==> config.mk <==
export PLATFORM = sky130hd
export DESIGN_NAME = usd_datapath
export DESIGN_NICKNAME = d
export VERILOG_FILES = /design/src/pkg/usd_pkg.sv /design/src/rtl/usd_datapath.sv
export VERILOG_INCLUDE_DIRS = /design/src /design/src/pkg
export SDC_FILE = /design/constraint.sdc
export NUM_CORES = 1
export LEC_CHECK = 0
export ABC_AREA = 1
export BUFFER_PORTS_ARGS = -buffer_cell sky130_fd_sc_hd__buf_2
export CAP_MARGIN = 20
export CORE_ASPECT_RATIO = 1.2
export CORE_MARGIN = 5
export CORE_UTILIZATION = 50
export DETAILED_ROUTE_END_ITERATION = 8
export PLACE_DENSITY = 0.77
export SYNTH_ARGS = -nofsm -noshare
export SYNTH_HDL_FRONTEND = slang
export SYNTH_SLANG_ARGS = --single-unit
==> constraint.sdc <==
create_clock -name clk_sys -period 3.5 [get_ports clk_sys]
set_clock_uncertainty 0.05 [all_clocks]
set_input_delay 0 -clock clk_sys [delete_from_list [all_inputs] [get_ports clk_sys]]
set_output_delay 0 -clock clk_sys [all_outputs]
set_load 0.02 [all_outputs]
==> src/pkg/usd_defines.svh <==
// register offsets, field positions and reset values of the serial port
`ifndef USD_DEFINES_SVH
`define USD_DEFINES_SVH
`define USD_OFF_DATA 32'h0000_0000
`define USD_OFF_CSRA 32'h0000_0004
`define USD_OFF_CSRB 32'h0000_0008
`define USD_OFF_CSRC 32'h0000_000C
`define USD_A_RX_DONE 7
`define USD_A_TX_DONE 6
`define USD_A_TX_EMPTY 5
`define USD_B_DONE_IE 6
`define USD_B_EMPTY_IE 5
`define USD_B_RX_ON 4
`define USD_B_TX_ON 3
`define USD_B_RX9 1
`define USD_B_TX9 0
`define USD_C_SYNC 6
`define USD_C_PEN 5
`define USD_C_PODD 4
`define USD_C_STOP2 3
`define USD_C_SIZE_HI 2
`define USD_C_SIZE_LO 0
`define USD_SIZE_NINE 3'h7
`define USD_RST_CSRC 8'h06
`define USD_FRAME_IDLE 13'h1FFF
`define USD_RESP_OKAY 2'h0
`define USD_RESP_SLVERR 2'h2
`endif

==> src/pkg/usd_pkg.sv <==
// types shared by the serial port data path
`default_nettype none
package usd_pkg;
    typedef enum logic [0:0] {TX_IDLE = 1'b0, TX_SHIFT = 1'b1} usd_tx_state_t;
    typedef enum logic [1:0] {RX_IDLE = 2'b00, RX_DATA = 2'b01, RX_STOP = 2'b10} usd_rx_state_t;
    typedef struct packed {
        logic aw_got;
        logic [3:0] aw_addr;
        logic w_got;
        logic [7:0] w_data;
        logic w_lane0;
        logic bvalid;
        logic [1:0] bresp;
        logic rvalid;
        logic [1:0] rresp;
        logic [7:0] rdata;
        logic [7:0] ctrl_b;
        logic [7:0] ctrl_c;
        logic [8:0] tx_buf;
        logic tx_empty;
        logic tx_done;
        logic tx_on;
        usd_tx_state_t tx_st;
        logic [12:0] tx_frame;
        logic [3:0] tx_cnt;
        logic tx_line;
        usd_rx_state_t rx_st;
        logic [3:0] rx_idx;
        logic [8:0] rx_shift;
        logic [8:0] rx_buf;
        logic rx_full;
        logic sclk_prev;
    } usd_state_t;
endpackage
`default_nettype wire

==> src/rtl/usd_datapath.sv <==
// serial port transmit and receive data path with an AXI4-Lite register slave
//
// The AXI4-Lite slave port and the register addresses were chosen for this implementation.
`timescale 1ns/100ps
`include "usd_defines.svh"
`default_nettype none
module usd_datapath
(
    input wire logic clk_sys, // system clock, 100 MHz
    input wire logic rst_n, // synchronous reset, active low
    input wire logic s_axi_awvalid, // write address valid
    output logic s_axi_awready, // write address ready
    input wire logic [31:0] s_axi_awaddr, // write byte address
    input wire logic [2:0] s_axi_awprot, // protection, unused
    input wire logic s_axi_wvalid, // write data valid
    output logic s_axi_wready, // write data ready
    input wire logic [31:0] s_axi_wdata, // write data
    input wire logic [3:0] s_axi_wstrb, // byte strobes
    output logic s_axi_bvalid, // write response valid
    input wire logic s_axi_bready, // write response ready
    output logic [1:0] s_axi_bresp, // write response code
    input wire logic s_axi_arvalid, // read address valid
    output logic s_axi_arready, // read address ready
    input wire logic [31:0] s_axi_araddr, // read byte address
    input wire logic [2:0] s_axi_arprot, // protection, unused
    output logic s_axi_rvalid, // read data valid
    input wire logic s_axi_rready, // read data ready
    output logic [31:0] s_axi_rdata, // read data
    output logic [1:0] s_axi_rresp, // read response code
    input wire logic bit_tick, // one-cycle bit-rate strobe
    input wire logic serial_clock_pin, // external serial clock
    input wire logic serial_input_pin, // receive line
    output logic serial_output_pin, // transmit line level
    output logic serial_output_oe, // transmitter owns the output pin
    output logic serial_input_owned, // receiver owns the input pin
    output logic irq_tx_empty, // buffer-empty request, level
    output logic irq_tx_complete, // transmit-complete request, level
    input wire logic irq_tx_complete_ack // transmit-complete service pulse
);
    import usd_pkg::*;

    usd_state_t s_reg;
    usd_state_t s_next;

    // number of data bits selected by the character size code
    function automatic logic [3:0] data_bits(input logic [2:0] code);
        if (code == `USD_SIZE_NINE)
            data_bits = 4'h9;
        else if (code[2])
            data_bits = 4'h8;
        else
            data_bits = 4'h5 + {2'h0, code[1:0]};
    endfunction

    // keeps only the bits that belong to the character
    function automatic logic [8:0] char_mask(input logic [3:0] n);
        char_mask = 9'h1FF >> (4'h9 - n);
    endfunction

    // builds the line image, start bit in bit 0, ones fill the stops
    function automatic logic [12:0] build_frame(input logic [8:0] d, input logic [3:0] n,
                                                input logic pen, input logic podd);
        logic [8:0] m;
        logic p;
        build_frame = `USD_FRAME_IDLE;
        m = d & char_mask(n);
        p = (^m) ^ podd;
        build_frame[0] = 1'b0;
        for (int i = 0; i < 9; i++)
        begin
            if (i < int'(n))
                build_frame[i + 1] = m[i];
        end
        for (int i = 1; i < 11; i++)
        begin
            if (pen && i == int'(n) + 1)
                build_frame[i] = p;
        end
    endfunction

    logic [3:0] nbits;
    logic sync_mode;
    logic tx_step;
    logic rx_sample;
    logic sclk_rise;
    logic sclk_fall;
    logic wr_fire;
    logic rd_fire;
    logic [3:0] rd_idx;
    logic [7:0] stat_a;

    // frame format and bit timing sources
    always_comb
    begin
        nbits = data_bits(s_reg.ctrl_c[`USD_C_SIZE_HI:`USD_C_SIZE_LO]);
        sync_mode = s_reg.ctrl_c[`USD_C_SYNC];
        sclk_rise = serial_clock_pin & ~s_reg.sclk_prev;
        sclk_fall = ~serial_clock_pin & s_reg.sclk_prev;
        tx_step = sync_mode ? sclk_fall : bit_tick;
        rx_sample = sync_mode ? sclk_rise : bit_tick;
    end

    // bus handshakes and status image
    always_comb
    begin
        s_axi_awready = ~s_reg.aw_got & ~s_reg.bvalid;
        s_axi_wready = ~s_reg.w_got & ~s_reg.bvalid;
        s_axi_arready = ~s_reg.rvalid;
        s_axi_bvalid = s_reg.bvalid;
        s_axi_bresp = s_reg.bresp;
        s_axi_rvalid = s_reg.rvalid;
        s_axi_rresp = s_reg.rresp;
        s_axi_rdata = {24'h0, s_reg.rdata};
        wr_fire = s_reg.aw_got & s_reg.w_got & ~s_reg.bvalid;
        rd_fire = s_axi_arvalid & ~s_reg.rvalid;
        rd_idx = s_axi_araddr[5:2];
        stat_a = 8'h00;
        stat_a[`USD_A_RX_DONE] = s_reg.rx_full;
        stat_a[`USD_A_TX_DONE] = s_reg.tx_done;
        stat_a[`USD_A_TX_EMPTY] = s_reg.tx_empty;
    end

    // next state of the whole block
    always_comb
    begin
        logic [3:0] widx;
        logic tx_set_done;
        logic [7:0] rbyte;
        s_next = s_reg;
        widx = s_reg.aw_addr;
        tx_set_done = 1'b0;
        rbyte = 8'h00;
        s_next.sclk_prev = serial_clock_pin;

        // address and data captured in either order
        if (s_axi_awvalid && s_axi_awready)
        begin
            s_next.aw_got = 1'b1;
            s_next.aw_addr = s_axi_awaddr[5:2];
        end
        if (s_axi_wvalid && s_axi_wready)
        begin
            s_next.w_got = 1'b1;
            s_next.w_data = s_axi_wdata[7:0];
            s_next.w_lane0 = s_axi_wstrb[0];
        end
        if (s_reg.bvalid && s_axi_bready)
            s_next.bvalid = 1'b0;
        if (s_reg.rvalid && s_axi_rready)
            s_next.rvalid = 1'b0;

        // transmit-complete service clears, a later set still wins
        if (irq_tx_complete_ack)
            s_next.tx_done = 1'b0;

        // register write with its side effects
        if (wr_fire)
        begin
            s_next.aw_got = 1'b0;
            s_next.w_got = 1'b0;
            s_next.bvalid = 1'b1;
            s_next.bresp = `USD_RESP_OKAY;
            if (s_reg.w_lane0)
            begin
                unique case ({26'h0, widx, 2'b00})
                    `USD_OFF_DATA:
                    begin
                        if (s_reg.tx_empty)
                        begin
                            s_next.tx_buf = {s_reg.ctrl_b[`USD_B_TX9], s_reg.w_data};
                            s_next.tx_empty = 1'b0;
                        end
                    end
                    `USD_OFF_CSRA:
                    begin
                        if (s_reg.w_data[`USD_A_TX_DONE])
                            s_next.tx_done = 1'b0;
                    end
                    `USD_OFF_CSRB:
                        s_next.ctrl_b = s_reg.w_data & 8'h7D;
                    `USD_OFF_CSRC:
                        s_next.ctrl_c = s_reg.w_data & 8'h7F;
                    default:
                        s_next.bresp = `USD_RESP_SLVERR;
                endcase
            end
            else if (widx > 4'h3)
                s_next.bresp = `USD_RESP_SLVERR;
        end

        // register read; a data read empties the receive buffer
        if (rd_fire)
        begin
            s_next.rvalid = 1'b1;
            s_next.rresp = `USD_RESP_OKAY;
            unique case ({26'h0, rd_idx, 2'b00})
                `USD_OFF_DATA:
                begin
                    rbyte = s_reg.rx_buf[7:0];
                    s_next.rx_full = 1'b0;
                end
                `USD_OFF_CSRA:
                    rbyte = stat_a;
                `USD_OFF_CSRB:
                begin
                    rbyte = s_reg.ctrl_b;
                    rbyte[`USD_B_RX9] = s_reg.rx_buf[8];
                end
                `USD_OFF_CSRC:
                    rbyte = s_reg.ctrl_c;
                default:
                    s_next.rresp = `USD_RESP_SLVERR;
            endcase
            s_next.rdata = rbyte;
        end

        // transmitter shifting and reload
        unique case (s_reg.tx_st)
            TX_IDLE:
            begin
                if (s_reg.tx_on && !s_reg.tx_empty)
                begin
                    s_next.tx_frame = build_frame(s_reg.tx_buf, nbits,
                        s_reg.ctrl_c[`USD_C_PEN], s_reg.ctrl_c[`USD_C_PODD]);
                    s_next.tx_cnt = 4'h2 + nbits + {3'h0, s_reg.ctrl_c[`USD_C_PEN]}
                        + {3'h0, s_reg.ctrl_c[`USD_C_STOP2]};
                    s_next.tx_empty = 1'b1;
                    s_next.tx_st = TX_SHIFT;
                end
            end
            TX_SHIFT:
            begin
                if (tx_step)
                begin
                    s_next.tx_frame = {1'b1, s_reg.tx_frame[12:1]};
                    s_next.tx_cnt = s_reg.tx_cnt - 4'h1;
                    if (s_reg.tx_cnt == 4'h1)
                    begin
                        s_next.tx_st = TX_IDLE;
                        if (!s_next.tx_empty && s_reg.tx_on)
                        begin
                            s_next.tx_frame = build_frame(s_next.tx_buf, nbits,
                                s_reg.ctrl_c[`USD_C_PEN], s_reg.ctrl_c[`USD_C_PODD]);
                            s_next.tx_cnt = 4'h2 + nbits + {3'h0, s_reg.ctrl_c[`USD_C_PEN]}
                                + {3'h0, s_reg.ctrl_c[`USD_C_STOP2]};
                            s_next.tx_empty = 1'b1;
                            s_next.tx_st = TX_SHIFT;
                        end
                        else
                            tx_set_done = 1'b1;
                    end
                end
            end
        endcase
        if (tx_set_done)
            s_next.tx_done = 1'b1;
        s_next.tx_line = s_next.tx_frame[0];

        // transmitter stays enabled until shifter and buffer are empty
        s_next.tx_on = s_next.ctrl_b[`USD_B_TX_ON] |
            (s_reg.tx_on & ((s_next.tx_st == TX_SHIFT) | ~s_next.tx_empty));
        if (!s_next.tx_on)
            s_next.tx_line = 1'b1;

        // receiver: start bit, data and parity, first stop only
        unique case (s_reg.rx_st)
            RX_IDLE:
            begin
                if (rx_sample && s_reg.ctrl_b[`USD_B_RX_ON] && !serial_input_pin)
                begin
                    s_next.rx_st = RX_DATA;
                    s_next.rx_idx = 4'h0;
                    s_next.rx_shift = 9'h000;
                end
            end
            RX_DATA:
            begin
                if (rx_sample)
                begin
                    if (s_reg.rx_idx < nbits)
                        s_next.rx_shift[s_reg.rx_idx] = serial_input_pin;
                    s_next.rx_idx = s_reg.rx_idx + 4'h1;
                    if (s_reg.rx_idx + 4'h1 == nbits + {3'h0, s_reg.ctrl_c[`USD_C_PEN]})
                        s_next.rx_st = RX_STOP;
                end
            end
            RX_STOP:
            begin
                if (rx_sample)
                begin
                    s_next.rx_buf = s_reg.rx_shift & char_mask(nbits);
                    s_next.rx_full = 1'b1;
                    s_next.rx_st = RX_IDLE;
                end
            end
            default:
                s_next.rx_st = RX_IDLE;
        endcase
        if (!s_reg.ctrl_b[`USD_B_RX_ON])
            s_next.rx_st = RX_IDLE;
        if (s_reg.ctrl_b[`USD_B_RX_ON] == 1'b0 && s_next.ctrl_b[`USD_B_RX_ON] == 1'b0)
            s_next.rx_full = 1'b0;
    end

    // single register for all block state
    always_ff @(posedge clk_sys)
    begin
        if (!rst_n)
        begin
            s_reg <= '0;
            s_reg.ctrl_c <= `USD_RST_CSRC;
            s_reg.tx_empty <= 1'b1;
            s_reg.tx_line <= 1'b1;
            s_reg.tx_frame <= `USD_FRAME_IDLE;
            s_reg.tx_st <= TX_IDLE;
            s_reg.rx_st <= RX_IDLE;
        end
        else
            s_reg <= s_next;
    end

    // pin ownership and interrupt requests
    always_comb
    begin
        serial_output_pin = s_reg.tx_line;
        serial_output_oe = s_reg.tx_on;
        serial_input_owned = s_reg.ctrl_b[`USD_B_RX_ON];
        irq_tx_empty = s_reg.ctrl_b[`USD_B_EMPTY_IE] & s_reg.tx_empty;
        irq_tx_complete = s_reg.ctrl_b[`USD_B_DONE_IE] & s_reg.tx_done;
    end
endmodule
`default_nettype wire

* After elaboration in Yosys (flattened, before gate mapping) *
Cells that the tools add are included.

operators by class
  reductions and logical operators = 44
  multiplexer cells = 89
  bitwise operators = 28
  $add $sub $neg = 9
  order comparisons = 13
  equal/unequal tests = 28
  shift operators = 1

operators with widths
  operator                                                   count
  equality test 4 x 32 -> 1 bit, first input constant        4
  two-way mux 18 bit                                         4
  equality test 3 x 32 -> 1 bit, first input constant        2
  equality test 5 x 32 -> 1 bit, first input constant        2
  two-way mux 1 bit                                          59
  two-way mux 24 bit                                         2
  case mux 18 bit (2 select lines)                           1
  equality test 2 x 32 -> 1 bit, first input constant        1
  case mux 8 bit (4 select lines)                            1
  two-way mux 15 bit                                         2
  bitwise AND 9 bit                                          3
  case mux 13 bit (2 select lines)                           1
  logical AND 1 bit                                          20
  two-way mux 10 bit                                         2
  XOR reduction 9 bit                                        2
  equality test 4 x 2 -> 1 bit, second input constant        4
  less-than comparator 3 x 4 -> 1 bit, first input constant  4
  adder 4 x 1 -> 4 bit                                       3
  equality test 4 x 1 -> 1 bit, second input constant        3
  two-way mux 2 bit                                          6
  inequality test 2 bit, second input constant               6
  two-way mux 11 bit                                         1
  inverter 1 bit                                             11
  bitwise AND 1 bit                                          10
  other kinds (40)                                           58

storage, ports and cells
  register bits after elaboration = 99
  bits of input ports = 117
  logic and storage cells = 240

* Depth between registers and ports, before layout *
Gate-level depths: netlist (run 1).

  depth after elaboration = 17
  depth in mapped cells = 23
  mapped depth without buffers = 21

* Least setup slack after synthesis (run 1) *
No wires, ideal clock.

  path type = register to register
  start = register s_reg[57] in the netlist's numbering
  end = register s_reg[38] in the netlist's numbering
  arrival time = 2,725 ps
  required time = 3,333 ps
  cell stages (with the launch flop) = 21
  period minus slack after synthesis = 2,892 ps
  buffers on the path = 1
  path slack = 608 ps
  cell sequence = dfxtp_1 > ha_1 > nand2_4 > buf_6 > inv_1 > nor2_1 > ha_1 > inv_2 > nand2_2 > nor2_4 > nand2_2 > xor2_1 > or2_1 > nand2_1 > nand2_1 > nand2_1 > nand2_1 > nand2_2 > nand2_1 > a21oi_1 > nand2_1

on the way
  word-level cells in the longest chain between the ends = 13

RTL lines
  element                             line                 RTL
  from (decl)                         usd_datapath.sv:42   usd_state_t s_reg;
  from (signal assigned)              usd_datapath.sv:319  s_reg <= s_next;
  adder 3 x 2 -> 4 bit                usd_datapath.sv:52   data_bits = 4'h5 + {2'h0, code[1:0]};
  two-way mux 4 bit                   usd_datapath.sv:49   else if (code[2])
  two-way mux 4 bit *                 usd_datapath.sv:47   if (code == `USD_SIZE_NINE)
  subtractor 4 bit                    usd_datapath.sv:57   char_mask = 9'h1FF >> (4'h9 - n);
  right shift 9 x 4 -> 9 bit          usd_datapath.sv:57
  bitwise AND 9 bit                   usd_datapath.sv:66   m = d & char_mask(n);
  XOR reduction 9 bit                 usd_datapath.sv:67   p = (^m) ^ podd;
  XOR 1 bit                           usd_datapath.sv:67
  two-way mux 1 bit                   usd_datapath.sv:76   if (pen && i == int'(n) + 1)
  two-way mux 18 bit                  usd_datapath.sv:240  if (!s_next.tx_empty && s_reg.tx_on)
  two-way mux 18 bit                  usd_datapath.sv:237  if (s_reg.tx_cnt == 4'h1)
  two-way mux 18 bit                  usd_datapath.sv:233  if (tx_step)
  case mux 18 bit (2 select lines) *  usd_datapath.sv:218  unique case (s_reg.tx_st)

Mark *: on every way between the ends. The rest lies on a longest branch, timed or not. The select of a mux whose other input is x is not followed.
A chain may end at the register's enable or synchronous reset.

* Worst setup path in the final report (run 1) *
Same ends and word-level chain as after synthesis.

==> results of run 1 <==
per-stage QoR:
stage	util, %	hold slack (ps)	cell area (um^2)	power, uW
after floorplan	-	43.5	5850	1330
after global placement	52.5	163	5990	1360
after detailed placement	52.5	163	5990	1360
after CTS	56.6	24.7	6450	2340
after global routing	56.6	58.9	6450	2420
final	56.6	30.4	6450	2330
critical path, delay by kind of cell, from the launching register on:
family | cells | cell delay [ps]
AO/OA/AOI/OAI | 1 | 140
buffers and inverters | 2 | 200
AND/OR/NAND/NOR | 12 | 1340
adder cells (fa/ha/maj) | 2 | 690
XOR/XNOR | 1 | 150
flip-flops | 1 | 390
per-layer routing:
| metal | share of wire (%) | wire [um] | up-vias | track usage (%) |
|---|---|---|---|---|
| met4 | 4.7 | 702 | 0 | 13.2 |
| li1 | - | - | 2857 | - |
| met2 | 48 | 7140 | 151 | 37.4 |
| met1 | 43 | 6440 | 2509 | 26.1 |
| met3 | 3.9 | 580 | 44 | 2.98 |
| met5 | 0 | 0 | - | 0 |
cell type report:
class | instances | area (um^2) | area share [%]
clock buffers | 10 | 229 | 3.55
clock inverters | 5 | 56.3 | 0.873
well taps | 157 | 196 | 3.04
repair buffers | 78 | 513 | 7.95
flip-flops and latches | 97 | 1940 | 30.1
multi-input cells | 629 | 3100 | 48.0
inverters | 111 | 419 | 6.50
kinds of logic after synthesis:
kind of cell / count (synthesis) / share of synthesized area, %
XOR/XNOR: 10 / 1.52
adder cells (fa/ha/maj): 16 / 3.61
flip-flops: 97 / 33.8
buffers and inverters: 170 / 14.0
AO/OA/AOI/OAI: 186 / 18.1
AND/OR/NAND/NOR: 391 / 28.9
other: 1 / 0.0652
cell usage after synthesis (all sizes together), types with 3 or more instances:
master	count	area [um^2]
a21oi	80	400
nor3	10	50.1
buf	49	352
or2	6	37.5
o211ai	8	60.1
dfxtp	97	1940
a31oi	3	18.8
nand3	40	220
o21bai	3	26.3
nand2	216	843
o22ai	3	18.8
xnor2	6	52.6
nand4	8	56.3
clkbuf	10	37.5
o21ai	74	393
nor2	108	433
ha	15	188
xor2	4	35.0
inv	110	415
repair_timing:
item | in CTS | in global routing
endpoints found under the hold margin | 18 | 0
setup buffers | 0 | 0
hold buffers | 18 | 0
gates resized for setup | 0 | 0
how the worst max path moves through the flow:
stage | from | endpoint | slack (ps) | cells past startpoint
after floorplan | s_reg[57] | s_reg[38] | 610 | 20
after global placement | s_reg[57] | s_reg[38] | 530 | 19
after detailed placement | s_reg[57] | s_reg[38] | 510 | 19
after CTS | s_reg[57] | s_reg[38] | 490 | 19
after global routing | s_reg[57] | s_reg[38] | 180 | 18
final | s_reg[57] | s_reg[38] | 450 | 18
power breakdown:
group	internal (uW)	total (uW)	switching [uW]
clock network	550	977	426
registers	1130	1150	24.9
logic	63.2	203	140
total	1740	2330	591
==> impl_metrics.toml, run 1 <==
[final_layout]
largest_register_ffs = 82
mostFrequentLayoutCell = "nand2_1"
nets = 1059
final_cell_mix = "207 x nand2_1, 102 x inv_1, 101 x nor2_1, 97 x dfxtp_1, 80 x a21oi_1"
drive_above_1_share_pct = 12.3
diodes = 0
fillers = 1109
stdcell_count = 1087
area_growth_syn_to_layout_pct = 12.2

[global_routing]
antenna_found_initial = 0
grt_pass1_vias = 5101
grtUsageTotal_pct = 22.0
gr-total-overflow = 0
grt_pass1_wl_um = 24100
grt_max_degree = 47

[routing]
vias_per_cell = 5.12
first_pass_iters = 5
wl_per_cell_um = 13.7
wl_um = 14900
ant_nets = 0
drtIter0Drc = 367
via_count = 5561
drc = 0

[placed_design]
dp_cells = 1054
dpl.hpwl_um = 11300
gp_congestion = 0.951
port-buffer-count = 47
dp_slack_ps = 506

[clock_tree]
clkSinkCount = 97
cts_buffer_depth = 2
htreeDepth = 3
insertion_delay_ps = 350
cts_buffers = 9
clk_pin_slew_worst_paths_ps = 70
cts_tree = "yes"
cts-root-buf = "clkbuf_16"

[outcome]
status = "finished, final reports clean"

[synth]
syn-cell-area_mm2 = 0.00575
synth_edf_count = 0
async_reset_ff_share_pct = 0
synthCells = 871
yosysSeqAreaShare_pct = 33.8
yosysUniqueCellTypes = 51
ys_warn_count = 0
avgSynthCellArea_um2 = 6.61
ys_seq_elements = 97
ys.flop_type = "dfxtp_1"

[worst_setup_path]
r2r-start = "s_reg[57]"
cp_cell_sequence = "ha_1 > nor2_2 > inv_1 > ha_1 > inv_2 > nand2_2 > nor2_4 > nand2_2 > xor2_1 > or2_1 > nand2_1 > nand2_1 > nand2_1 > nand2_1 > nand2_2 > nand2_1 > a21oi_1 > nand2_1"
criticalPathCategory = "reg2reg"
reg2reg_depth = 18
max_stage_delay_ps = 410
required_ps = 3690
regToRegEndpoint = "s_reg[38]"
crit_arrival_ps = 3250
cp-end-kind = "flop"
crit_top_cell = "nand2_1"
rrSetupSlack_ps = 450
path_max_fanout = 7
critPathLaunchType = "flop"
slowest_stage = "ha_1"

[pwr]
p_per_area_mw_per_mm2 = 361
p_leak_uw = 0.00284
max-vdd-ir-drop_mv = 0.210

[timing]
rsz0062_at_grt = "no"
min_period_ps = 3050
finalSetupTns_ps = 0
fmax_mhz = 327
worst_pin_slew_ps = 911
setup_viol = 0
drv_slew = 0
hold_viol = 0
max_slew_margin_pct = 39.2
final.period_utilization_pct = 87.3
postLayoutSetupSlackWorst_ps = 446

[floorplanning]
start_util_pct = 50.4
die_w_um = 108
num_rows = 43
die_h_um = 128
dieArea_mm2 = 0.0138
boundaryPins = 163
core-area_mm2 = 0.0114

[hold_path]
hold_path_end = "s_reg[12]"
min_from = "serial_input_pin"
min_path_cells = 5
hp-class = "in2reg"

[flow_run]
maxCapViolations = 0
No activity file was read; power rests on OpenSTA's default activity.
==> run 2, diff against run 1 <==
==> constraint.sdc (replaced) <==
create_clock -name clk_sys -period 2.9 [get_ports clk_sys]
set_clock_uncertainty 0.05 [all_clocks]
set_input_delay 0 -clock clk_sys [delete_from_list [all_inputs] [get_ports clk_sys]]
set_output_delay 0 -clock clk_sys [all_outputs]
set_load 0.02 [all_outputs]
==> run 2 against run 1 <==
  * Clock power is 14% higher
  * Critical path depth is 1 higher
  * Cell count is 1.9% higher
  * Critical endpoint unchanged
==> impl_metrics.toml, run 2 (synthesis results as in run 1) <==
[final_layout]
mostFrequentLayoutCell = "nand2_1"
area_growth_syn_to_layout_pct = 15.6
largest_register_ffs = 82
final_cell_mix = "207 x nand2_1, 102 x inv_1, 101 x nor2_1, 95 x dfxtp_1, 78 x a21oi_1"
nets = 1079
diodes = 0
postLayoutCoreUtil_pct = 58.3
fillers = 1121
drive_above_1_share_pct = 14.8

[floorplanning]
die_h_um = 128
core-area_mm2 = 0.0114
die_w_um = 108
start_util_pct = 50.4
dieArea_mm2 = 0.0138
num_rows = 43
boundaryPins = 163

[routing]
drc = 0
drtIter0Drc = 369
ant_nets = 0
first_pass_iters = 5
wl_per_cell_um = 13.3
via_count = 5629
vias_per_cell = 5.08
wl_um = 14700

[hold_path]
min_from = "rst_n"
min_path_cells = 3
hp-class = "in2reg"
hold_path_end = "s_reg[99]"

[pwr]
p_per_area_mw_per_mm2 = 413
p_leak_uw = 0.00293
power_uw = 2750
max-vdd-ir-drop_mv = 0.266

[worst_setup_path]
critPathLaunchType = "flop"
regToRegEndpoint = "s_reg[38]"
rrSetupSlack_ps = 180
required_ps = 3090
crit_start = "s_reg[57]"
path_max_fanout = 7
crit_arrival_ps = 2910
cp-end-kind = "flop"
r2r-start = "s_reg[57]"
reg2reg_depth = 19
criticalPathCategory = "reg2reg"

[timing]
max_slew_margin_pct = 40.2
drv_slew = 0
finalSetupTns_ps = 0
min_period_ps = 2720
final.period_utilization_pct = 93.7
fmax_mhz = 368
holdWs_ps = 1.38
rsz0062_at_grt = "yes"
postLayoutSetupSlackWorst_ps = 181
setup_viol = 0
hold_viol = 0
worst_pin_slew_ps = 896

[placed_design]
gp_congestion = 0.922
dpl.hpwl_um = 11300
dp_slack_ps = 7.81
port-buffer-count = 47

[clock_tree]
cts_buffers = 9
htreeDepth = 3
clk_pin_slew_worst_paths_ps = 70
clkSinkCount = 97
insertion_delay_ps = 340
cts_buffer_depth = 2
cts_tree = "yes"
cts-root-buf = "clkbuf_16"

[global_routing]
grt_pass1_vias = 5083
antenna_found_initial = 0
gr-total-overflow = 0
grt_pass1_wl_um = 23900
grtUsageTotal_pct = 21.6
grt_max_degree = 47

[outcome]
status = "finished, final reports clean"

[flow_run]
maxCapViolations = 0
-- run 2: changes by cell type in the layout (fill, tap and decap cells not counted), moves of 2 or more --
| cell | previous run | this run |
|---|---|---|
| buf_4 | 13 | 33 |
| o21ai_2 | 3 | 1 |
| nand2_4 | 2 | 4 |
| ha_1 | 15 | 13 |
| o21ai_4 | 1 | 3 |
| a21oi_2 | 0 | 2 |
| nand2_2 | 7 | 5 |
| a21oi_1 | 80 | 78 |
| dfxtp_1 | 97 | 95 |
-- run 2: metal layers --
| layer | up-vias | GRT usage (%) | part of all wire, % |
|---|---|---|---|
| met1 | 2553 | 26.8 | 43 |
| li1 | 2889 | - | - |
| met3 | 33 | 2.98 | 4.2 |
| met5 | - | 0 | 0 |
| met2 | 154 | 37.5 | 49 |
| met4 | 0 | 8.77 | 3.3 |
-- run 2: what timing repair did --
item / in CTS / in global routing
buffers inserted: 0 / 3
gates resized for setup: 0 / 12
hold buffers: 18 / 0
endpoints found under the hold margin: 17 / 0
endpoints found under the setup margin: 0 / 8
-- run 2: layout make-up --
type                    count  area [um^2]  area share [%]
multi-input cells         629         3150            47.4
flip-flops and latches     97         1950            29.3
repair buffers             98          663            9.97
inverters                 111          419            6.30
clock buffers              11          243            3.65
well taps                 157          196            2.95
clock inverters             5         31.3           0.470
-- run 2: where the power goes --
part | internal [uW] | total (uW) | switching, uW | leakage [uW]
Combinational | 81.3 | 254 | 172 | 0.00201
Clock | 602 | 1110 | 508 | 0.000135
Sequential | 1360 | 1380 | 26.4 | 0.000787
-- run 2: metrics by stage --
step	instance area, um^2	instances
floorplan	5850	896
global placement	6110	1071
detailed placement	6110	1071
CTS	6570	1105
global route	6650	1108
finish	6650	1108
-- run 2: worst max-delay path, stage by stage (launching register included) --
cell     delay (ps)
dfxtp_4         370
ha_4            280
nand2_4          50
inv_1            60
nor2_1           50
ha_1            340
inv_2           110
nand2_4         100
nor2_4          140
nand2_2          80
xor2_1          160
or2_1           230
nand2_1          60
nand2_1          60
nand2_1          50
nand2_1          80
nand2_4         110
nand2_1          70
a21oi_2         120
nand2_1          50
-- run 2: worst max path at each step --
stage           endpoint  cells past startpoint  slack [ps]
2_1_floorplan  s_reg[38]                     20           8
3_3_place_gp   s_reg[37]                     19          50
3_5_place_dp   s_reg[37]                     19           8
4_1_cts        s_reg[37]                     19           3
5_1_grt        s_reg[37]                     20         -30
6_report       s_reg[38]                     19         180
